## src/core/bea_consts.svh

```systemverilog
// Constants for the byte EEPROM access control block.
`ifndef BEA_CONSTS_SVH
`define BEA_CONSTS_SVH

// Register byte offsets on the bus.
`define BEA_OFF_CTRL 8'h00
`define BEA_OFF_PTR 8'h04
`define BEA_OFF_VALUE 8'h08

// Control register field positions.
`define BEA_BIT_READ 0
`define BEA_BIT_START 1
`define BEA_BIT_UNLOCK 2
`define BEA_BIT_IRQ_EN 3
`define BEA_BIT_MODE_LO 4
`define BEA_BIT_MODE_HI 5

// Mode codes.
`define BEA_MODE_ATOMIC 2'h0
`define BEA_MODE_ERASE 2'h1
`define BEA_MODE_WRITE 2'h2
`define BEA_MODE_RSVD 2'h3

// Reset and erased values.
`define BEA_MODE_RESET 2'h0
`define BEA_ERASED_BYTE 8'hff

// Timing: core stalls and unlock window in cycles.
`define BEA_STALL_PROG 3'h2
`define BEA_STALL_READ 3'h4
`define BEA_UNLOCK_WINDOW 3'h4

// Programming times in microseconds, clock in MHz.
`define BEA_ATOMIC_TIME_US 3400
`define BEA_SINGLE_TIME_US 1800
`define BEA_CLK_MHZ 125
`define BEA_ATOMIC_TICKS (`BEA_ATOMIC_TIME_US * `BEA_CLK_MHZ)
`define BEA_SINGLE_TICKS (`BEA_SINGLE_TIME_US * `BEA_CLK_MHZ)

// Bus responses.
`define BEA_RESP_OKAY 2'h0
`define BEA_RESP_SLVERR 2'h2

`endif

```

## src/core/bea_pkg.sv

```systemverilog
// Types shared by the byte EEPROM access control block.
`default_nettype none
package bea_pkg;
  // Programming engine states, one-hot.
  typedef enum logic [1:0] {
    BEA_ENG_IDLE = 2'b01,
    BEA_ENG_RUN = 2'b10
  } bea_eng_state_t;
  // Programming mode code.
  typedef logic [1:0] bea_mode_t;
endpackage
`default_nettype wire

```

## src/core/bea_top.sv

```systemverilog
// Byte EEPROM access control with an AXI4-Lite register slave.
`include "bea_consts.svh"
`default_nettype none
module bea_top #(
  parameter int ADDR_W = 6,
  parameter int ATOMIC_TICKS = `BEA_ATOMIC_TICKS,
  parameter int SINGLE_TICKS = `BEA_SINGLE_TICKS
) (
  // Clock, resets and clock enable.
  input wire logic I_SYS_CLK,
  input wire logic I_NRST,
  input wire logic I_PWR_NRST,
  input wire logic I_CLK_EN,
  // Calibrated oscillator tick, one pulse per period.
  input wire logic I_OSC_TICK,
  // AXI4-Lite write address channel.
  input wire logic I_AWVALID,
  output logic O_AWREADY,
  input wire logic [7:0] I_AWADDR,
  // AXI4-Lite write data channel.
  input wire logic I_WVALID,
  output logic O_WREADY,
  input wire logic [31:0] I_WDATA,
  input wire logic [3:0] I_WSTRB,
  // AXI4-Lite write response channel.
  output logic O_BVALID,
  input wire logic I_BREADY,
  output logic [1:0] O_BRESP,
  // AXI4-Lite read address channel.
  input wire logic I_ARVALID,
  output logic O_ARREADY,
  input wire logic [7:0] I_ARADDR,
  // AXI4-Lite read data channel.
  output logic O_RVALID,
  input wire logic I_RREADY,
  output logic [31:0] O_RDATA,
  output logic [1:0] O_RRESP,
  // Core side status.
  output logic O_CPU_STALL,
  output logic O_BUSY,
  output logic O_READY_IRQ
);
  import bea_pkg::*;

  // The tick counter is 20 bits wide; longer times cannot be served.
  if (ATOMIC_TICKS < 1 || ATOMIC_TICKS >= 2**20 ||
      SINGLE_TICKS < 1 || SINGLE_TICKS >= 2**20 ||
      ADDR_W < 1 || ADDR_W > 8) begin : g_chk
    $error("bea_top: parameter out of range");
  end

  localparam int DEPTH = 2**ADDR_W;

  // Byte storage of the nonvolatile array.
  logic [7:0] mem [DEPTH];
  // Software visible registers.
  logic [ADDR_W-1:0] byte_pointer_reg;
  logic [7:0] byte_value_reg;
  bea_mode_t program_mode_bits;
  logic ready_irq_enable;
  // Unlock window countdown; unlock bit reads set while nonzero.
  logic [2:0] unlock_cnt;
  // Core stall countdown.
  logic [2:0] stall_cnt;
  // Programming engine.
  bea_eng_state_t eng_state;
  logic [19:0] tick_cnt;
  bea_mode_t run_mode;
  logic [ADDR_W-1:0] run_ptr;
  logic [7:0] run_data;
  // Bus holding registers.
  logic aw_held;
  logic w_held;
  logic [7:0] aw_addr;
  logic [7:0] w_byte;
  logic w_lane0;

  // Decode of a bus offset, used on both the read and write paths.
  function automatic logic mapped(input logic [7:0] a);
    mapped = (a == `BEA_OFF_CTRL) || (a == `BEA_OFF_PTR) ||
             (a == `BEA_OFF_VALUE);
  endfunction

  // Combined terms of the write path.
  logic busy;
  logic wr_fire;
  logic ctrl_wr;
  logic start_req;
  logic read_req;
  assign busy = (eng_state == BEA_ENG_RUN);
  assign wr_fire = I_CLK_EN && aw_held && w_held && !O_BVALID;
  assign ctrl_wr = wr_fire && w_lane0 && (aw_addr == `BEA_OFF_CTRL);
  // Start needs an unlock from an earlier write, an idle engine and a
  // defined mode; otherwise it is dropped silently.
  assign start_req = ctrl_wr && w_byte[`BEA_BIT_START] &&
                     (unlock_cnt != 3'h0) && !busy &&
                     (program_mode_bits != `BEA_MODE_RSVD);
  assign read_req = ctrl_wr && w_byte[`BEA_BIT_READ] && !busy;

  // Write address and data are taken independently in either order.
  always_ff @(posedge I_SYS_CLK or negedge I_NRST) begin
    if (!I_NRST) begin
      aw_held <= 1'b0;
      w_held <= 1'b0;
      aw_addr <= 8'h00;
      w_byte <= 8'h00;
      w_lane0 <= 1'b0;
      O_AWREADY <= 1'b0;
      O_WREADY <= 1'b0;
    end else if (I_CLK_EN) begin
      // Ready is offered one cycle, only while its own channel holds nothing.
      O_AWREADY <= !aw_held && !O_AWREADY && I_AWVALID;
      O_WREADY <= !w_held && !O_WREADY && I_WVALID;
      if (I_AWVALID && O_AWREADY) begin
        aw_held <= 1'b1;
        aw_addr <= {I_AWADDR[7:2], 2'b00};
      end else if (wr_fire) begin
        aw_held <= 1'b0;
      end
      if (I_WVALID && O_WREADY) begin
        w_held <= 1'b1;
        w_byte <= I_WDATA[7:0];
        w_lane0 <= I_WSTRB[0];
      end else if (wr_fire) begin
        w_held <= 1'b0;
      end
    end
  end

  // Write response follows once both halves are in.
  always_ff @(posedge I_SYS_CLK or negedge I_NRST) begin
    if (!I_NRST) begin
      O_BVALID <= 1'b0;
      O_BRESP <= `BEA_RESP_OKAY;
    end else if (I_CLK_EN) begin
      if (wr_fire) begin
        O_BVALID <= 1'b1;
        O_BRESP <= mapped(aw_addr) ? `BEA_RESP_OKAY : `BEA_RESP_SLVERR;
      end else if (I_BREADY) begin
        O_BVALID <= 1'b0;
      end
    end
  end

  // Read channel: address taken and data answered on the same edge.
  always_ff @(posedge I_SYS_CLK or negedge I_NRST) begin
    if (!I_NRST) begin
      O_ARREADY <= 1'b0;
      O_RVALID <= 1'b0;
      O_RDATA <= 32'h0000_0000;
      O_RRESP <= `BEA_RESP_OKAY;
    end else if (I_CLK_EN) begin
      O_ARREADY <= !O_ARREADY && !O_RVALID && I_ARVALID;
      if (I_ARVALID && O_ARREADY) begin
        O_RVALID <= 1'b1;
        O_RRESP <= mapped({I_ARADDR[7:2], 2'b00}) ?
                   `BEA_RESP_OKAY : `BEA_RESP_SLVERR;
        case ({I_ARADDR[7:2], 2'b00})
          `BEA_OFF_CTRL: begin
            // Read strobe always reads zero; it only acts as a pulse.
            O_RDATA <= {26'h0, program_mode_bits, ready_irq_enable,
                        (unlock_cnt != 3'h0), busy, 1'b0};
          end
          `BEA_OFF_PTR: begin
            O_RDATA <= {{(32-ADDR_W){1'b0}}, byte_pointer_reg};
          end
          `BEA_OFF_VALUE: begin
            O_RDATA <= {24'h0, byte_value_reg};
          end
          default: begin
            O_RDATA <= 32'h0000_0000;
          end
        endcase
      end else if (I_RREADY) begin
        O_RVALID <= 1'b0;
      end
    end
  end

  // Pointer register, frozen while programming runs.
  always_ff @(posedge I_SYS_CLK or negedge I_NRST) begin
    if (!I_NRST) begin
      byte_pointer_reg <= '0;
    end else if (wr_fire && w_lane0 && aw_addr == `BEA_OFF_PTR && !busy) begin
      byte_pointer_reg <= w_byte[ADDR_W-1:0];
    end
  end

  // Value register: software writes it, a read strobe loads it in the
  // same bus write, so the next access already sees the byte.
  always_ff @(posedge I_SYS_CLK or negedge I_NRST) begin
    if (!I_NRST) begin
      byte_value_reg <= 8'h00;
    end else if (read_req) begin
      byte_value_reg <= mem[byte_pointer_reg];
    end else if (wr_fire && w_lane0 && aw_addr == `BEA_OFF_VALUE) begin
      byte_value_reg <= w_byte;
    end
  end

  // Interrupt enable and unlock window.
  always_ff @(posedge I_SYS_CLK or negedge I_NRST) begin
    if (!I_NRST) begin
      ready_irq_enable <= 1'b0;
      unlock_cnt <= 3'h0;
    end else if (I_CLK_EN) begin
      if (ctrl_wr) begin
        ready_irq_enable <= w_byte[`BEA_BIT_IRQ_EN];
      end
      // A fresh unlock write reopens the window; a start closes it, otherwise it runs out.
      if (ctrl_wr && w_byte[`BEA_BIT_UNLOCK]) begin
        unlock_cnt <= `BEA_UNLOCK_WINDOW;
      end else if (start_req) begin
        unlock_cnt <= 3'h0;
      end else if (unlock_cnt != 3'h0) begin
        unlock_cnt <= unlock_cnt - 3'h1;
      end
    end
  end

  // Core stall after a start or a read; a read wins the longer count.
  always_ff @(posedge I_SYS_CLK or negedge I_NRST) begin
    if (!I_NRST) begin
      stall_cnt <= 3'h0;
    end else if (I_CLK_EN) begin
      if (read_req) begin
        stall_cnt <= `BEA_STALL_READ;
      end else if (start_req) begin
        stall_cnt <= `BEA_STALL_PROG;
      end else if (stall_cnt != 3'h0) begin
        stall_cnt <= stall_cnt - 3'h1;
      end
    end
  end

  // Mode bits live in the power-reset domain: a core reset only clears
  // them while the engine is idle, so a running job keeps its mode.
  always_ff @(posedge I_SYS_CLK or negedge I_PWR_NRST) begin
    if (!I_PWR_NRST) begin
      program_mode_bits <= `BEA_MODE_RESET;
    end else if (I_CLK_EN) begin
      if (!I_NRST) begin
        if (!busy) begin
          program_mode_bits <= `BEA_MODE_RESET;
        end
      end else if (ctrl_wr && !busy) begin
        program_mode_bits <= w_byte[`BEA_BIT_MODE_HI:`BEA_BIT_MODE_LO];
      end
    end
  end

  // Programming engine. It is reset by power only, so a core reset
  // cannot abort a job halfway through the cell.
  always_ff @(posedge I_SYS_CLK or negedge I_PWR_NRST) begin
    if (!I_PWR_NRST) begin
      eng_state <= BEA_ENG_IDLE;
      tick_cnt <= 20'h0;
      run_mode <= `BEA_MODE_ATOMIC;
      run_ptr <= '0;
      run_data <= 8'h00;
    end else if (I_CLK_EN) begin
      case (eng_state)
        BEA_ENG_IDLE: begin
          if (start_req && I_NRST) begin
            eng_state <= BEA_ENG_RUN;
            run_mode <= program_mode_bits;
            run_ptr <= byte_pointer_reg;
            run_data <= byte_value_reg;
            // Atomic covers erase and write in one interval.
            tick_cnt <= (program_mode_bits == `BEA_MODE_ATOMIC) ?
                        20'(ATOMIC_TICKS) : 20'(SINGLE_TICKS);
          end
        end
        BEA_ENG_RUN: begin
          // Time is measured in oscillator ticks, not core cycles.
          if (I_OSC_TICK) begin
            if (tick_cnt == 20'h1) begin
              eng_state <= BEA_ENG_IDLE;
            end
            tick_cnt <= tick_cnt - 20'h1;
          end
        end
        default: begin
          eng_state <= BEA_ENG_IDLE;
        end
      endcase
    end
  end

  // Cell update at the end of a job. Write-only can only clear bits,
  // which is why an unerased target ends up holding a mixed value.
  always_ff @(posedge I_SYS_CLK) begin
    if (I_CLK_EN && busy && I_OSC_TICK && tick_cnt == 20'h1) begin
      case (run_mode)
        `BEA_MODE_ATOMIC: mem[run_ptr] <= run_data;
        `BEA_MODE_ERASE: mem[run_ptr] <= `BEA_ERASED_BYTE;
        `BEA_MODE_WRITE: mem[run_ptr] <= mem[run_ptr] & run_data;
        default: mem[run_ptr] <= mem[run_ptr];
      endcase
    end
  end

  // Core side outputs, all registered.
  always_ff @(posedge I_SYS_CLK or negedge I_NRST) begin
    if (!I_NRST) begin
      O_CPU_STALL <= 1'b0;
      O_BUSY <= 1'b0;
      O_READY_IRQ <= 1'b0;
    end else if (I_CLK_EN) begin
      O_CPU_STALL <= (stall_cnt > 3'h1) || read_req || start_req;
      O_BUSY <= (eng_state == BEA_ENG_RUN) ? !(I_OSC_TICK &&
                tick_cnt == 20'h1) : start_req;
      O_READY_IRQ <= ready_irq_enable && !busy;
    end
  end

  // Checks.
  stall_prog_a: assert property (@(posedge I_SYS_CLK)
    disable iff (!I_NRST || !I_CLK_EN)
    start_req && !read_req |=> O_CPU_STALL ##1 O_CPU_STALL ##1 !O_CPU_STALL)
    else $error("program stall is not two cycles");
  stall_read_a: assert property (@(posedge I_SYS_CLK)
    disable iff (!I_NRST || !I_CLK_EN)
    read_req |=> O_CPU_STALL [*4] ##1 !O_CPU_STALL)
    else $error("read stall is not four cycles");
  unlock_clear_a: assert property (@(posedge I_SYS_CLK)
    disable iff (!I_NRST || !I_CLK_EN)
    ctrl_wr && w_byte[`BEA_BIT_UNLOCK] ##1 !ctrl_wr [*4] |=>
    unlock_cnt == 3'h0)
    else $error("unlock bit outlived its window");
  no_unlock_a: assert property (@(posedge I_SYS_CLK)
    disable iff (!I_NRST)
    unlock_cnt == 3'h0 && !busy |=> !busy)
    else $error("programming started without unlock");
  ptr_frozen_a: assert property (@(posedge I_SYS_CLK)
    disable iff (!I_NRST)
    busy && $past(busy) |-> $stable(byte_pointer_reg))
    else $error("pointer changed while busy");
  mode_frozen_a: assert property (@(posedge I_SYS_CLK)
    disable iff (!I_PWR_NRST || !I_NRST)
    busy |=> $stable(program_mode_bits))
    else $error("mode changed while busy");
  read_load_a: assert property (@(posedge I_SYS_CLK)
    disable iff (!I_NRST)
    read_req |=> byte_value_reg == mem[$past(byte_pointer_reg)])
    else $error("read did not load the value register");
  busy_hold_a: assert property (@(posedge I_SYS_CLK)
    disable iff (!I_PWR_NRST)
    busy && tick_cnt > 20'h1 |=> busy)
    else $error("busy dropped before the time elapsed");
  ready_irq_a: assert property (@(posedge I_SYS_CLK)
    disable iff (!I_NRST || !I_CLK_EN)
    ##1 O_READY_IRQ == ($past(ready_irq_enable) && !$past(busy)))
    else $error("ready request does not follow idle state");
endmodule
`default_nettype wire

```

## config.mk

```make
export PLATFORM = sky130hd
export DESIGN_NAME = bea_top
export DESIGN_NICKNAME = d
export VERILOG_FILES = /design/src/core/bea_pkg.sv /design/src/core/bea_top.sv
export VERILOG_INCLUDE_DIRS = /design/src /design/src/core
export SDC_FILE = /design/constraint.sdc
export NUM_CORES = 1
export LEC_CHECK = 0
export BUFFER_PORTS_ARGS = -buffer_cell sky130_fd_sc_hd__buf_2
export CAP_MARGIN = 30
export CORE_UTILIZATION = 56
export CTS_BUF_LIST = sky130_fd_sc_hd__clkbuf_16
export DETAILED_ROUTE_END_ITERATION = 8
export MAX_ROUTING_LAYER = met4
export PLACE_DENSITY = 0.81
export SLEW_MARGIN = 15
export SYNTH_ARGS = -nofsm -noshare
export SYNTH_HDL_FRONTEND = slang
export SYNTH_SLANG_ARGS = --single-unit
```

## constraint.sdc

```tcl
create_clock -name I_SYS_CLK -period 4.1 [get_ports I_SYS_CLK]
set_input_delay 0.205 -clock I_SYS_CLK [delete_from_list [all_inputs] [get_ports I_SYS_CLK]]
set_output_delay 0.205 -clock I_SYS_CLK [all_outputs]
set_load 0.02 [all_outputs]
```

==> impl_table.tex <==
\begin{tabular}{lr}
\hline
Metric & Value \\
\hline
\multicolumn{2}{l}{\textbf{Synthesis}} \\
Warnings from Yosys & 0 \\
Sequential cell area fraction in the yosys report & about 62\% \\
\#FFs+latches synth & 608 \\
Number of flops mapped to enable cells by yosys & 512 \\
Main flop type after synthesis & sky130\_fd\_sc\_hd\_\_edfxtp\_1 \\
Count of cell types in the netlist & 74 \\
Share of async-settable or async-resettable flops after synthesis & approximately 16\% \\
Cell Area, Synth & around 29000 um\^{}2 \\
Mean area per synthesized cell & approximately 15 um\^{}2 \\
Count of mapped cells out of synthesis & approximately 1900 \\
\multicolumn{2}{l}{\textbf{Drt}} \\
Post-detailed-route via-to-cell ratio & $\sim$7 \\
Vias & approximately 20000 \\
Drt pass-1 iters & 7 \\
Number of DRC markers after the initial detailed-route iteration & around 3800 \\
Remaining routing DRC violations & 0 \\
Aggregate routed wire length & between 90000 and 100000 um \\
Post-route ant nets & 0 \\
Routed WL per cell & about 33 um \\
\multicolumn{2}{l}{\textbf{Setup path}} \\
Worst Setup Start Kind & flip-flop \\
Worst endpoint data arrival time & slightly above 4 ns \\
Required time worst endpoint & $\sim$4.5 ns \\
Capturing element type of the critical path & flip-flop \\
Top fanout value on the critical path & 56 \\
Worst setup path category & reg2reg \\
\multicolumn{2}{l}{\textbf{Clocking}} \\
Number of sinks handled by clock tree synthesis & around 610 \\
Worst skew pair latency & between 0.6 and 0.7 ns \\
Max clock buf depth & 3 \\
CTS tree & done \\
Library cell used as clock root buffer & sky130\_fd\_sc\_hd\_\_clkbuf\_16 \\
TritonCTS buffer count & 59 \\
H-Tree Level Count & 2 \\
Post-CTS Setup Inserts & 0 \\
Cells resized by post-CTS repair & 0 \\
Clock transition at the register clock pins on the worst setup and hold paths after CTS & 0.06 ns \\
\multicolumn{2}{l}{\textbf{STA}} \\
Final hold viol count & 11 \\
Top achievable clock speed & $\sim$270 MHz \\
Fin Clk Skew & 0.0292 ns \\
Total setup violations reported at the end of the flow & 0 \\
Setup tns final & 0 ns \\
Worst Tran Pin Value & approximately 1.1 ns \\
Fin. max-slew vios & 0 \\
Period utilization & between 90\% and 100\% \\
Max transition margin & 25.8\% \\
Min cycle time layout & roughly 3.7 ns \\
Hold slack & -0.0153 ns \\
Unrepaired setup endpoints after global routing & false \\
Post-route setup slack & 0.387 ns \\
\multicolumn{2}{l}{\textbf{Global route}} \\
First-pass GRT wire length & about 140000 um \\
Antenna violations before repair & 2 \\
Final global-route overflow total & 0 \\
Total Routing Usage GR & between 30\% and 40\% \\
Via count of the first global-routing pass & a little under 20000 \\
Pin count of the biggest net entering global routing & 65 \\
\multicolumn{2}{l}{\textbf{Finish}} \\
Largest registers & mem: 512 flops, tick\_cnt: 20 flops \\
Synth-to-layout area growth & 15.3\% \\
Commonest non-fill, non-tap cell in the layout & sky130\_fd\_sc\_hd\_\_edfxtp\_1 \\
Highest-count cells in the layout ignoring fill and taps & 512 x sky130\_fd\_sc\_hd\_\_edfxtp\_1, 173 x sky130\_fd\_sc\_hd\_\_buf\_4, 149 x sky130\_fd\_sc\_hd\_\_mux4\_2 \\
Sequential cell area & about 18000 um\^{}2 \\
Number of flip-flops in the largest register & 512 \\
Fraction of layout instances using a drive strength above 1 & 26.3\% \\
Fin cells & roughly 2800 \\
Multi-input logic area & between 10000 and 15000 um\^{}2 \\
Final Net Count & approximately 2200 \\
Largest register by flop count & mem \\
Layout fillers & 3380 \\
\multicolumn{2}{l}{\textbf{Place}} \\
Setup Slack @ Placement & 0.664 ns \\
Post-detailed-placement half-perimeter wirelength & about 64000 um \\
Number of buffers added on ports & 48 \\
Weighted congestion reported at the end of routability-driven placement & $\sim$1.0 \\
Number of placed cells counting well taps & about 2700 \\
\multicolumn{2}{l}{\textbf{Power and ir drop}} \\
Ratio of total power to cell area & roughly 440 nW/um\^{}2 \\
Worst IR drop on VDD & just under 400 uV \\
Leakage power & roughly 11 nW \\
\multicolumn{2}{l}{\textbf{Floorplan}} \\
Placeable core region & between 50000 and 60000 um\^{}2 \\
IO Count & roughly 110 \\
Die Width & 228 um \\
Die outline area & 52100 um\^{}2 \\
\# rows & 82 \\
Effective utilization at floorplan & between 50\% and 60\% \\
Height of the die & between 200 and 250 um \\
\multicolumn{2}{l}{\textbf{Flow run}} \\
Max-cap viol count & 0 \\
\multicolumn{2}{l}{\textbf{Worst hold path}} \\
Class of the tightest hold or removal check & in2async \\
\multicolumn{2}{l}{\textbf{Outcome}} \\
Status & finished, violations left \\
Violated checks & hold timing \\
\hline
\end{tabular}
==> power by group <==
group | switching [mW] | internal, mW | total [mW]
logic | 1.04 | 0.670 | 1.71
clock network | 2.37 | 3.25 | 5.62
registers | 0.298 | 6.81 | 7.11
==> worst max-delay path, stage by stage, from the launching register on <==
cell,delay (ns)
sky130_fd_sc_hd__dfrtp_4,0.73
sky130_fd_sc_hd__buf_12,0.30
sky130_fd_sc_hd__nor3b_2,0.91
sky130_fd_sc_hd__nand2_1,0.11
sky130_fd_sc_hd__o21ai_0,0.12
sky130_fd_sc_hd__o21ai_0,0.31
sky130_fd_sc_hd__o211a_1,0.33
sky130_fd_sc_hd__a21oi_4,0.32
sky130_fd_sc_hd__buf_12,0.30
==> final cells by class <==
type / instances / area share, %
multi-input combinational: 1169 / 30.9
antenna: 2 / 0.0151
inverter: 17 / 0.193
tap: 672 / 2.54
sequential: 608 / 53.9
clock inverter: 48 / 1.38
timing repair buffer: 264 / 6.49
clock buffer: 61 / 4.62
==> per-stage QoR <==
stage          power, mW  util, %  cell area [um^2]
3_3_place_gp        8.77     61.1             30800
6_report            14.4     65.6             33000
3_5_place_dp        8.83     61.1             30800
5_1_grt             14.7     65.6             33000
2_1_floorplan       8.21        -             28800
4_1_cts             14.3     65.5             33000
==> repair_timing <==
action	in CTS	in global routing
hold buffers	24	0
hold endpoints to repair	115	0
endpoints found under the setup margin	0	0
==> per-layer routing <==
layer	routed length [um]	track usage [%]	vias up
met2	42700	55.3	1799
met3	14000	10.2	349
met5	0	-	-
met4	5150	17.3	0
met1	32900	48.7	10200
li1	-	-	8135
==> final timing paths <==
| path | start | to | slack, ns | cells after the start |
|---|---|---|---|---|
| worst min-delay path | I_PWR_NRST | tick_cnt[5] | -0.02 | 2 |
| worst max-delay path | run_ptr[1] | mem[34][2] | 0.39 | 8 |
| worst max register to register | run_ptr[1] | mem[34][2] | 0.39 | 8 |
| min in group I_SYS_CLK | I_ARVALID | O_ARREADY | 0.05 | 3 |
| max in group asynchronous | I_NRST | byte_pointer_reg[0] | 3.30 | 3 |
| worst min register to register | run_mode[0] | run_mode[0] | 0.47 | 2 |
==> cell families (layout without fill, tap and decap cells) <==
| logic type | after synthesis | count (layout) | share of synthesized area, % |
|---|---|---|---|
| flip-flops | 608 | 608 | 62.0 |
| AO/OA/AOI/OAI | 426 | 426 | 10.4 |
| AND/OR/NAND/NOR | 393 | 393 | 6.53 |
| multiplexers | 305 | 305 | 17.4 |
| buffers and inverters | 179 | 390 | 2.97 |
| XOR/XNOR | 12 | 12 | 0.367 |
| adder cells (fa/ha/maj) | 7 | 7 | 0.306 |
| other | 1 | 28 | 0.0131 |
==> cell usage after synthesis, types with 49 or more instances <==
| cell | number | area share, % |
|---|---|---|
| sky130_fd_sc_hd__a221oi_1 | 60 | 1.8 |
| sky130_fd_sc_hd__mux2i_1 | 100 | 3.5 |
| sky130_fd_sc_hd__a22oi_1 | 63 | 1.6 |
| sky130_fd_sc_hd__dfrtp_1 | 95 | 8.3 |
| sky130_fd_sc_hd__o21ai_0 | 77 | 1.3 |
| sky130_fd_sc_hd__o22ai_1 | 58 | 1.3 |
| sky130_fd_sc_hd__buf_2 | 53 | 0.93 |
| sky130_fd_sc_hd__nor2_1 | 125 | 1.6 |
| sky130_fd_sc_hd__nand2_1 | 128 | 1.7 |
| sky130_fd_sc_hd__clkbuf_1 | 65 | 0.85 |
| sky130_fd_sc_hd__edfxtp_1 | 512 | 54 |
| sky130_fd_sc_hd__a21oi_1 | 49 | 0.86 |
| sky130_fd_sc_hd__mux4_2 | 149 | 12 |
| sky130_fd_sc_hd__mux2_2 | 56 | 2.2 |
Note: power is estimated with default switching activity, not from simulation.
